===== src/rtl/ucr_pkg.sv =====
// ucr package: register map, field layout, reset values and timing counts
package ucr_pkg;
  localparam logic [11:0] HCH_MASK_OFF = 12'h050c;
  localparam logic [11:0] HCH_LEN_OFF = 12'h0510;
  localparam logic [11:0] HCH_FLAG_OFF = 12'h0508;
  localparam logic [11:0] DEV_CFG_OFF = 12'h0800;
  localparam logic [11:0] DEV_LOCK_OFF = 12'h0840;
  localparam logic [11:0] DEV_STAT_OFF = 12'h0844;

  localparam int FLG_TOGGLE = 10;
  localparam int FLG_OVERRUN = 9;
  localparam int FLG_BABBLE = 8;
  localparam int FLG_BUSERR = 7;
  localparam int FLG_ACK = 5;
  localparam int FLG_NAK = 4;
  localparam int FLG_STALL = 3;
  localparam int FLG_HALT = 1;
  localparam int FLG_DONE = 0;
  localparam logic [31:0] MASK_VALID = 32'h0000_07bb;

  localparam int LEN_PID_LO = 29;
  localparam int LEN_PACKET_COUNT_LO = 19;
  localparam int LEN_BCNT_LO = 0;
  localparam logic [31:0] LEN_VALID = 32'h7fff_ffff;

  localparam int CFG_EOPT_LO = 11;
  localparam int CFG_ADDR_LO = 4;
  localparam int CFG_NZSTALL = 2;
  localparam int CFG_SPEED_LO = 0;
  localparam logic [31:0] CFG_VALID = 32'h0000_1ff7;
  localparam logic [31:0] RESET_ZERO = 32'h0000_0000;

  localparam logic [1:0] PID_DATA0 = 2'h0;
  localparam logic [1:0] PID_RSVD = 2'h1;
  localparam logic [1:0] PID_DATA1 = 2'h2;
  localparam logic [1:0] PID_SETUP = 2'h3;
  localparam logic [1:0] SPEED_FULL = 2'h3;

  localparam int FRAME_TIME_US = 1000;
  localparam int CLK_MHZ = 10;
  localparam logic [13:0] FRAME_CYC = 14'(FRAME_TIME_US * CLK_MHZ);
  localparam logic [13:0] PERIODIC_FRAME_END_FLAG_80 = 14'(FRAME_TIME_US * CLK_MHZ * 80 / 100);
  localparam logic [13:0] PERIODIC_FRAME_END_FLAG_85 = 14'(FRAME_TIME_US * CLK_MHZ * 85 / 100);
  localparam logic [13:0] PERIODIC_FRAME_END_FLAG_90 = 14'(FRAME_TIME_US * CLK_MHZ * 90 / 100);
  localparam logic [13:0] PERIODIC_FRAME_END_FLAG_95 = 14'(FRAME_TIME_US * CLK_MHZ * 95 / 100);

  typedef struct packed {
    logic [1:0] pid_sel;
    logic [9:0] pkt_cnt;
    logic [18:0] byte_cnt;
  } ucr_len_t;

  typedef struct packed {
    logic toggle_err;
    logic overrun;
    logic babble;
    logic bus_err;
    logic ack;
    logic nak;
    logic stall;
    logic halted;
    logic in_done;
  } ucr_evt_t;

  typedef struct packed {
    logic valid;
    logic [6:0] addr;
    logic [1:0] pid;
    logic nonzero;
    logic status_out;
  } ucr_tok_t;
endpackage


===== src/rtl/ucr_frame_timer.sv =====
// ucr frame timer: raises the periodic end-of-frame pulse at a set point
`timescale 1ns/1ps
module ucr_frame_timer #(
  parameter logic [13:0] FRAME_LEN = ucr_pkg::FRAME_CYC
) (
  input wire logic pclk, // bus clock
  input wire logic presetn, // async reset, active low
  input wire logic sof, // start of frame pulse
  input wire logic [1:0] end_point, // frame end point select
  output logic frame_end // one-cycle end of periodic frame pulse
);
  logic [13:0] cnt_r;
  logic [13:0] cmp;

  always_comb begin
    unique case (end_point)
      2'h0: cmp = ucr_pkg::PERIODIC_FRAME_END_FLAG_80;
      2'h1: cmp = ucr_pkg::PERIODIC_FRAME_END_FLAG_85;
      2'h2: cmp = ucr_pkg::PERIODIC_FRAME_END_FLAG_90;
      2'h3: cmp = ucr_pkg::PERIODIC_FRAME_END_FLAG_95;
    endcase
  end

  always_ff @(posedge pclk or negedge presetn) begin
    if (!presetn) begin
      cnt_r <= 14'h0000;
    end else if (sof || cnt_r == FRAME_LEN - 14'h0001) begin
      cnt_r <= 14'h0000;
    end else begin
      cnt_r <= cnt_r + 14'h0001;
    end
  end

  always_ff @(posedge pclk or negedge presetn) begin
    if (!presetn) begin
      frame_end <= 1'b0;
    end else begin
      frame_end <= (cnt_r == cmp) && !sof;
    end
  end
endmodule


===== src/rtl/ucr_regs.sv =====
// ucr register slice: channel mask, transfer length, device configuration
//
// Design decision made here: the APB register port.
`timescale 1ns/1ps
module ucr_regs (
  input wire logic pclk, // bus clock, 10 MHz
  input wire logic presetn, // async reset, active low
  input wire logic psel, // apb select
  input wire logic penable, // apb enable
  input wire logic pwrite, // apb direction
  input wire logic [11:0] paddr, // apb byte address
  input wire logic [31:0] pwdata, // apb write data
  output logic [31:0] prdata, // apb read data
  output logic pready, // apb ready
  output logic pslverr, // apb error, unmapped address
  input wire ucr_pkg::ucr_evt_t evt, // host channel event pulses
  input wire logic chan_is_in, // channel direction, 1 = IN
  input wire logic pkt_ok, // data packet transferred without error
  input wire logic tx_fifo_wr, // software wrote one OUT packet
  input wire logic rx_fifo_rd, // software read one IN packet
  input wire logic [10:0] pkt_bytes, // size of that packet
  input wire logic in_pid_valid, // first IN data packet PID seen
  input wire logic [1:0] in_pid, // PID of received IN packet
  output logic [1:0] out_pid, // PID for next OUT data packet
  output logic chan_irq, // channel interrupt level
  input wire ucr_pkg::ucr_tok_t tok, // incoming device token / packet
  output logic addr_match, // token addressed to this device
  output logic status_stall, // answer STALL, drop packet
  input wire logic sof, // start of frame pulse
  output logic frame_end, // end of periodic frame pulse
  output logic [1:0] speed_sel // device speed field
);
  // ****************************************************
  // bus decode
  // ****************************************************
  logic wr_en;
  logic rd_en;
  logic hit;
  assign pready = 1'b1;
  assign wr_en = psel && penable && pwrite;
  assign rd_en = psel && penable && !pwrite;

  always_comb begin
    unique case (paddr)
      ucr_pkg::HCH_MASK_OFF, ucr_pkg::HCH_LEN_OFF, ucr_pkg::HCH_FLAG_OFF,
      ucr_pkg::DEV_CFG_OFF, ucr_pkg::DEV_LOCK_OFF,
      ucr_pkg::DEV_STAT_OFF: hit = 1'b1;
      default: hit = 1'b0;
    endcase
  end
  assign pslverr = psel && penable && !hit;

  // ****************************************************
  // channel interrupt mask and flags
  // ****************************************************
  logic [31:0] mask_r;
  logic [31:0] flag_r;
  logic [31:0] flag_set;
  logic [31:0] flag_clr;
  logic tog_err;
  logic done_set;

  always_ff @(posedge pclk or negedge presetn) begin
    if (!presetn) begin
      mask_r <= ucr_pkg::RESET_ZERO;
    end else if (wr_en && paddr == ucr_pkg::HCH_MASK_OFF) begin
      mask_r <= pwdata & ucr_pkg::MASK_VALID;
    end
  end

  always_comb begin
    flag_set = 32'h0000_0000;
    flag_set[ucr_pkg::FLG_TOGGLE] = evt.toggle_err || tog_err;
    flag_set[ucr_pkg::FLG_OVERRUN] = evt.overrun;
    flag_set[ucr_pkg::FLG_BABBLE] = evt.babble;
    flag_set[ucr_pkg::FLG_BUSERR] = evt.bus_err;
    flag_set[ucr_pkg::FLG_ACK] = evt.ack;
    flag_set[ucr_pkg::FLG_NAK] = evt.nak;
    flag_set[ucr_pkg::FLG_STALL] = evt.stall;
    flag_set[ucr_pkg::FLG_HALT] = evt.halted;
    flag_set[ucr_pkg::FLG_DONE] = evt.in_done || done_set;
  end
  assign flag_clr = (wr_en && paddr == ucr_pkg::HCH_FLAG_OFF) ?
                    pwdata : 32'h0000_0000;

  always_ff @(posedge pclk or negedge presetn) begin
    if (!presetn) begin
      flag_r <= ucr_pkg::RESET_ZERO;
    end else begin
      // a set in the clearing cycle wins
      flag_r <= ((flag_r & ~flag_clr) | flag_set) &
                ucr_pkg::MASK_VALID;
    end
  end

  assign chan_irq = |(flag_r & mask_r);

  // ****************************************************
  // transfer length
  // ****************************************************
  ucr_pkg::ucr_len_t len_r;
  logic first_pkt_r;
  logic len_wr;
  logic [18:0] dec_bytes;
  assign len_wr = wr_en && paddr == ucr_pkg::HCH_LEN_OFF;
  assign dec_bytes = {8'h00, pkt_bytes};
  assign out_pid = len_r.pid_sel;
  // mismatch only checked on the first IN packet after a load
  assign tog_err = chan_is_in && in_pid_valid && first_pkt_r &&
                   in_pid != len_r.pid_sel;
  assign done_set = chan_is_in && pkt_ok && !tog_err &&
                    len_r.pkt_cnt == 10'h001;

  always_ff @(posedge pclk or negedge presetn) begin
    if (!presetn) begin
      first_pkt_r <= 1'b0;
    end else if (len_wr) begin
      first_pkt_r <= 1'b1;
    end else if (pkt_ok || in_pid_valid) begin
      first_pkt_r <= 1'b0;
    end
  end

  always_ff @(posedge pclk or negedge presetn) begin
    if (!presetn) begin
      len_r <= ucr_pkg::ucr_len_t'(ucr_pkg::RESET_ZERO);
    end else if (len_wr) begin
      len_r <= ucr_pkg::ucr_len_t'(pwdata[30:0]);
    end else begin
      if (pkt_ok) begin
        if (len_r.pkt_cnt != 10'h000) begin
          len_r.pkt_cnt <= len_r.pkt_cnt - 10'h001;
        end
        // setup is followed by data1; data0/1 alternate
        unique case (len_r.pid_sel)
          ucr_pkg::PID_DATA0: len_r.pid_sel <= ucr_pkg::PID_DATA1;
          ucr_pkg::PID_DATA1: len_r.pid_sel <= ucr_pkg::PID_DATA0;
          ucr_pkg::PID_SETUP: len_r.pid_sel <= ucr_pkg::PID_DATA1;
          default: len_r.pid_sel <= len_r.pid_sel;
        endcase
      end
      if ((!chan_is_in && tx_fifo_wr) || (chan_is_in && rx_fifo_rd)) begin
        // saturates at zero rather than wrapping
        len_r.byte_cnt <= (len_r.byte_cnt > dec_bytes) ?
                          len_r.byte_cnt - dec_bytes : 19'h0_0000;
      end
    end
  end

  // ****************************************************
  // device configuration
  // ****************************************************
  logic [31:0] cfg_r;
  logic lock_r;

  always_ff @(posedge pclk or negedge presetn) begin
    if (!presetn) begin
      lock_r <= 1'b0;
    end else if (wr_en && paddr == ucr_pkg::DEV_LOCK_OFF && pwdata[0]) begin
      lock_r <= 1'b1;
    end
  end

  always_ff @(posedge pclk or negedge presetn) begin
    if (!presetn) begin
      cfg_r <= ucr_pkg::RESET_ZERO;
    end else if (wr_en && paddr == ucr_pkg::DEV_CFG_OFF && !lock_r) begin
      cfg_r <= pwdata & ucr_pkg::CFG_VALID;
    end
  end

  assign speed_sel = cfg_r[ucr_pkg::CFG_SPEED_LO +: 2];
  assign addr_match = tok.valid &&
    tok.addr == cfg_r[ucr_pkg::CFG_ADDR_LO +: 7];
  assign status_stall = addr_match && tok.status_out && tok.nonzero &&
    cfg_r[ucr_pkg::CFG_NZSTALL];

  ucr_frame_timer #(
    .FRAME_LEN(ucr_pkg::FRAME_CYC)
  ) u_frame (
    .pclk(pclk),
    .presetn(presetn),
    .sof(sof),
    .end_point(cfg_r[ucr_pkg::CFG_EOPT_LO +: 2]),
    .frame_end(frame_end)
  );

  // ****************************************************
  // read data
  // ****************************************************
  always_ff @(posedge pclk or negedge presetn) begin
    if (!presetn) begin
      prdata <= 32'h0000_0000;
    end else if (psel && !penable && !pwrite) begin
      unique case (paddr)
        ucr_pkg::HCH_MASK_OFF: prdata <= mask_r;
        ucr_pkg::HCH_LEN_OFF: prdata <= {1'b0, len_r};
        ucr_pkg::HCH_FLAG_OFF: prdata <= flag_r;
        ucr_pkg::DEV_CFG_OFF: prdata <= cfg_r;
        ucr_pkg::DEV_LOCK_OFF: prdata <= {31'h0000_0000, lock_r};
        ucr_pkg::DEV_STAT_OFF: prdata <= {30'h0000_0000, chan_irq,
                                          speed_sel == ucr_pkg::SPEED_FULL};
        default: prdata <= 32'h0000_0000;
      endcase
    end
  end
endmodule


===== config.mk =====
export PLATFORM = sky130hd
export DESIGN_NAME = ucr_regs
export DESIGN_NICKNAME = d
export VERILOG_FILES = /design/src/rtl/ucr_pkg.sv /design/src/rtl/ucr_frame_timer.sv /design/src/rtl/ucr_regs.sv
export SDC_FILE = /design/constraint.sdc
export NUM_CORES = 1
export LEC_CHECK = 0
export ABC_AREA = 1
export BUFFER_PORTS_ARGS = -buffer_cell sky130_fd_sc_hd__buf_2
export CAP_MARGIN = 25
export CORE_ASPECT_RATIO = 0.5
export CORE_MARGIN = 1.5
export CORE_UTILIZATION = 45
export CTS_BUF_LIST = sky130_fd_sc_hd__clkbuf_8 sky130_fd_sc_hd__clkbuf_16
export DETAILED_ROUTE_END_ITERATION = 10
export GPL_TIMING_DRIVEN = 0
export HOLD_SLACK_MARGIN = 0.02
export PLACE_DENSITY = 0.67
export SETUP_SLACK_MARGIN = 0.5
export SLEW_MARGIN = 30
export SYNTH_ARGS = -nofsm -noshare
export SYNTH_HDL_FRONTEND = slang
export SYNTH_SLANG_ARGS = --single-unit
export TNS_END_PERCENT = 5

===== constraint.sdc =====
create_clock -name pclk -period 2.5 [get_ports pclk]
set_input_delay 0.5 -clock pclk [delete_from_list [all_inputs] [get_ports pclk]]
set_output_delay 0.5 -clock pclk [all_outputs]
set_load 0.1 [all_outputs]

==> results.sh <==
export IMPL_r2r_start="len_r[0]"
export IMPL_power_static_leakage_nw=4.101
export IMPL_vias=6534
export IMPL_p_seq_frac=0.381
export IMPL_synth_area_leaders="dfrtp_1 (40%), nand2_1 (14%), inv_1 (7.9%), nand3_1 (4.5%), o21ai_0 (4.0%)"
export IMPL_p_per_area_mw_per_mm2=711.5
export IMPL_grt_max_degree=63
export IMPL_diodes=0
export IMPL_vdd_drop_max_mv=0.4904
export IMPL_yosysMostFrequentCell="nand2_1"
export IMPL_cts_tree="yes"
export IMPL_synthAdderAreaFrac=0.03788
export IMPL_hpwl_mm=14.94
export IMPL_ys_warn_count=0
export IMPL_worst_slack_ps=241.4
export IMPL_rsz0062_at_grt="yes"
export IMPL_wire_per_inst_um=15.18
export IMPL_reg2reg_slack_ps=330
export IMPL_clk_path_buf_depth=2
export IMPL_synth_simple_gate_area_frac=0.2977
export IMPL_synth_seq_cells=109
export IMPL_slew_violations=0
export IMPL_overflow=0
export IMPL_synth_xor_area_share=0.02574
export IMPL_p_clk_frac=0.239
export IMPL_r2r_end="len_r[12]"
export IMPL_setup_tns_ps=0
export IMPL_hold_violations=0
export IMPL_cts_setup_buffers=0
export IMPL_antenna_found_initial=1
export IMPL_cts_root_buf="clkbuf_16"
export IMPL_start_util=0.4653
export IMPL_crit_fanout=10
export IMPL_routed_wl_mm=19.00
export IMPL_vias_per_cell=5.223
export IMPL_min_path_type="in2async"
export IMPL_crit_path_start_kind="input pin"
export IMPL_dieHeight_um=89.95
export IMPL_ys_seq_area_frac=0.4009
export IMPL_synth_compound_area_frac=0.1313
export IMPL_io_buffers=125
export IMPL_yosysTopAreaCell="dfrtp_1"
export IMPL_grt_pass1_vias=6288
export IMPL_yosys_top_cells_count="nand2_1 (252), inv_1 (144), dfrtp_1 (109)"
export IMPL_drive_above_1_share=0.2051
export IMPL_clock_latency_ps=350
export IMPL_grt_pass1_wl_mm=31.04
export IMPL_maxCapViolCount=0
export IMPL_firstDrtPassIters=5
export IMPL_dpl_instance_area_mm2=0.007790
export IMPL_path_clk_slew_ps=80
export IMPL_cts_sinks=109
export IMPL_drc_errors=0
export IMPL_crit_type="in2out"
export IMPL_fin_util=0.5533
export IMPL_die_area_mm2=0.01591
export IMPL_status="completed"
export IMPL_end_kind="output pin"
export IMPL_yosysTopAreaCellShare=0.4009
export IMPL_grtUsageTotal=0.2472
export IMPL_synth_cell_types=46
export IMPL_power_frac_comb=0.381
export IMPL_final_area_mm2=0.008090
export IMPL_max_freq_ghz=0.4427
export IMPL_power_share_switching=0.3928
export IMPL_fin_crit_sh=0.9035
export IMPL_arrival_ps=1760
export IMPL_async_flop_share=1.000
export IMPL_io_pins=131
export IMPL_switchingPower_mw=2.261
export IMPL_synth_edf_count=0
export IMPL_syn_area_mm2=0.006804
export IMPL_syn_inst=913
export IMPL_ant_nets=0
export IMPL_synth_top_family_by_area="simple AND/OR/NAND/NOR gates"
export IMPL_critPathRequiredTime_ps=2000
export IMPL_fin_crit_ps=2259
export IMPL_slew_headroom=0.5183
export IMPL_worstMarginPinSlew_ps=718.6
export IMPL_syn_area_per_cell_um2=7.452
export IMPL_num_nets_final=1159
export IMPL_syn2layout_area_growth_pct=18.90
export IMPL_die_x_um=176.9
export IMPL_place_ws_ps=117.3
export IMPL_row_count=31
export IMPL_syn_nets=1022
export IMPL_finalClockSkew_ps=9.031
export IMPL_r2r_cells=13
export IMPL_core_area_mm2=0.01462
export IMPL_synthMuxAreaShare=0
export IMPL_place_gp_congestion=0.8888
export IMPL_ctsHoldBuffers=0
export IMPL_htree_levels=3
export IMPL_p_int_mw=3.495
export IMPL_cts_made_buffers=9
export IMPL_synth_top_flop_cell="dfrtp_1"
export IMPL_drtIter0Drc=387
export IMPL_finalSetupViolations=0
==> cells by family (layout without fill, tap and decap cells) <==
| group | Yosys count | in the layout |
|---|---|---|
| other | 2 | 2 |
| buffers and inverters | 174 | 314 |
| XOR/XNOR | 20 | 20 |
| adder cells (fa/ha/maj) | 20 | 20 |
| AND/OR/NAND/NOR | 437 | 437 |
| AO/OA/AOI/OAI | 151 | 151 |
| flip-flops | 109 | 109 |
==> repair_timing <==
item                                    CTS  global route
gates cloned                              0             0
pin swaps                                 2             2
endpoints found under the setup margin    8            34
gates resized for setup                   8             1
==> sequential cells by signal (all words and copies together) (netlist names) <==
register / count
prdata: 31
len_r: 29
u_frame.cnt_r: 14
cfg_r: 12
flag_r: 9
mask_r: 9
out_pid: 2
first_pkt_r: 1
lock_r: 1
u_frame.frame_end: 1
==> worst max path at each step <==
stage / startpoint / endpoint
after floorplan: paddr[7] / pslverr
after global placement: presetn / out_pid[1]
after detailed placement: paddr[7] / pslverr
after CTS: cfg_r[5] / status_stall
after global routing: paddr[7] / pslverr
final: paddr[1] / pslverr
==> through the flow <==
step | instances | hold slack [ps] | power (mW)
3_3_place_gp | 1236 | 460.8 | 4.346
2_1_floorplan | 913 | 204.4 | 3.801
5_1_grt | 1251 | 114.9 | 6.169
6_report | 1251 | 85.24 | 5.756
4_1_cts | 1251 | 100.3 | 5.779
3_5_place_dp | 1237 | 460.7 | 4.384
==> final cells by class <==
| cell class | instances | area, µm² |
|---|---|---|
| plain buffers | 24 | 163.9 |
| clock buffers | 11 | 252.7 |
| clock inverters | 3 | 22.52 |
| fillers | 1406 | 6533 |
| inverters | 150 | 588.1 |
| multi-input cells | 630 | 3405 |
| flip-flops and latches | 109 | 2728 |
| well taps | 198 | 247.7 |
| repair buffers | 126 | 683.2 |
==> worst max-delay path, cell delays in order <==
cell	delay (ps)
buf_2	110
nor2_4	140
inv_2	60
nor3_4	420
nand2_4	130
nand3_4	110
nor4_4	50
buf_4	240
==> cells in the final DEF, fill, tap and decap left out, types with 8 or more instances in the layout <==
cell and count:
o21ai_0 54, o21ai_1 13, nand2_1 250, nand3_1 60, nor3_1 11, ha_1 19, xnor2_1 13, o21bai_1 10
clkbuf_16 9, dfrtp_1 109, inv_1 137, nand2_2 9, nor2_1 49, a21oi_1 21, o22ai_1 18, inv_2 8
buf_2 128, buf_4 9, nor2_2 9, nand4_1 17, o31ai_1 17
==> per-layer routing <==
metal  global-route usage  up-vias  part of all wire
met5                    0        -           0.00068
li1                     -     3218                 -
met2               0.3895      189              0.44
met4              0.04661        2            0.0076
met3              0.05203       16             0.066
met1               0.3522     3109              0.48
==> power groups by stage <==
stage	registers (mW)	logic, mW	clock network [mW]
finish	2.19	2.19	1.37
global route	2.22	2.48	1.47
CTS	2.19	2.19	1.41
detailed placement	2.22	2.16	0
global placement	2.21	2.13	0
floorplan	2.16	1.64	0
(Power assumes the default switching activity.)
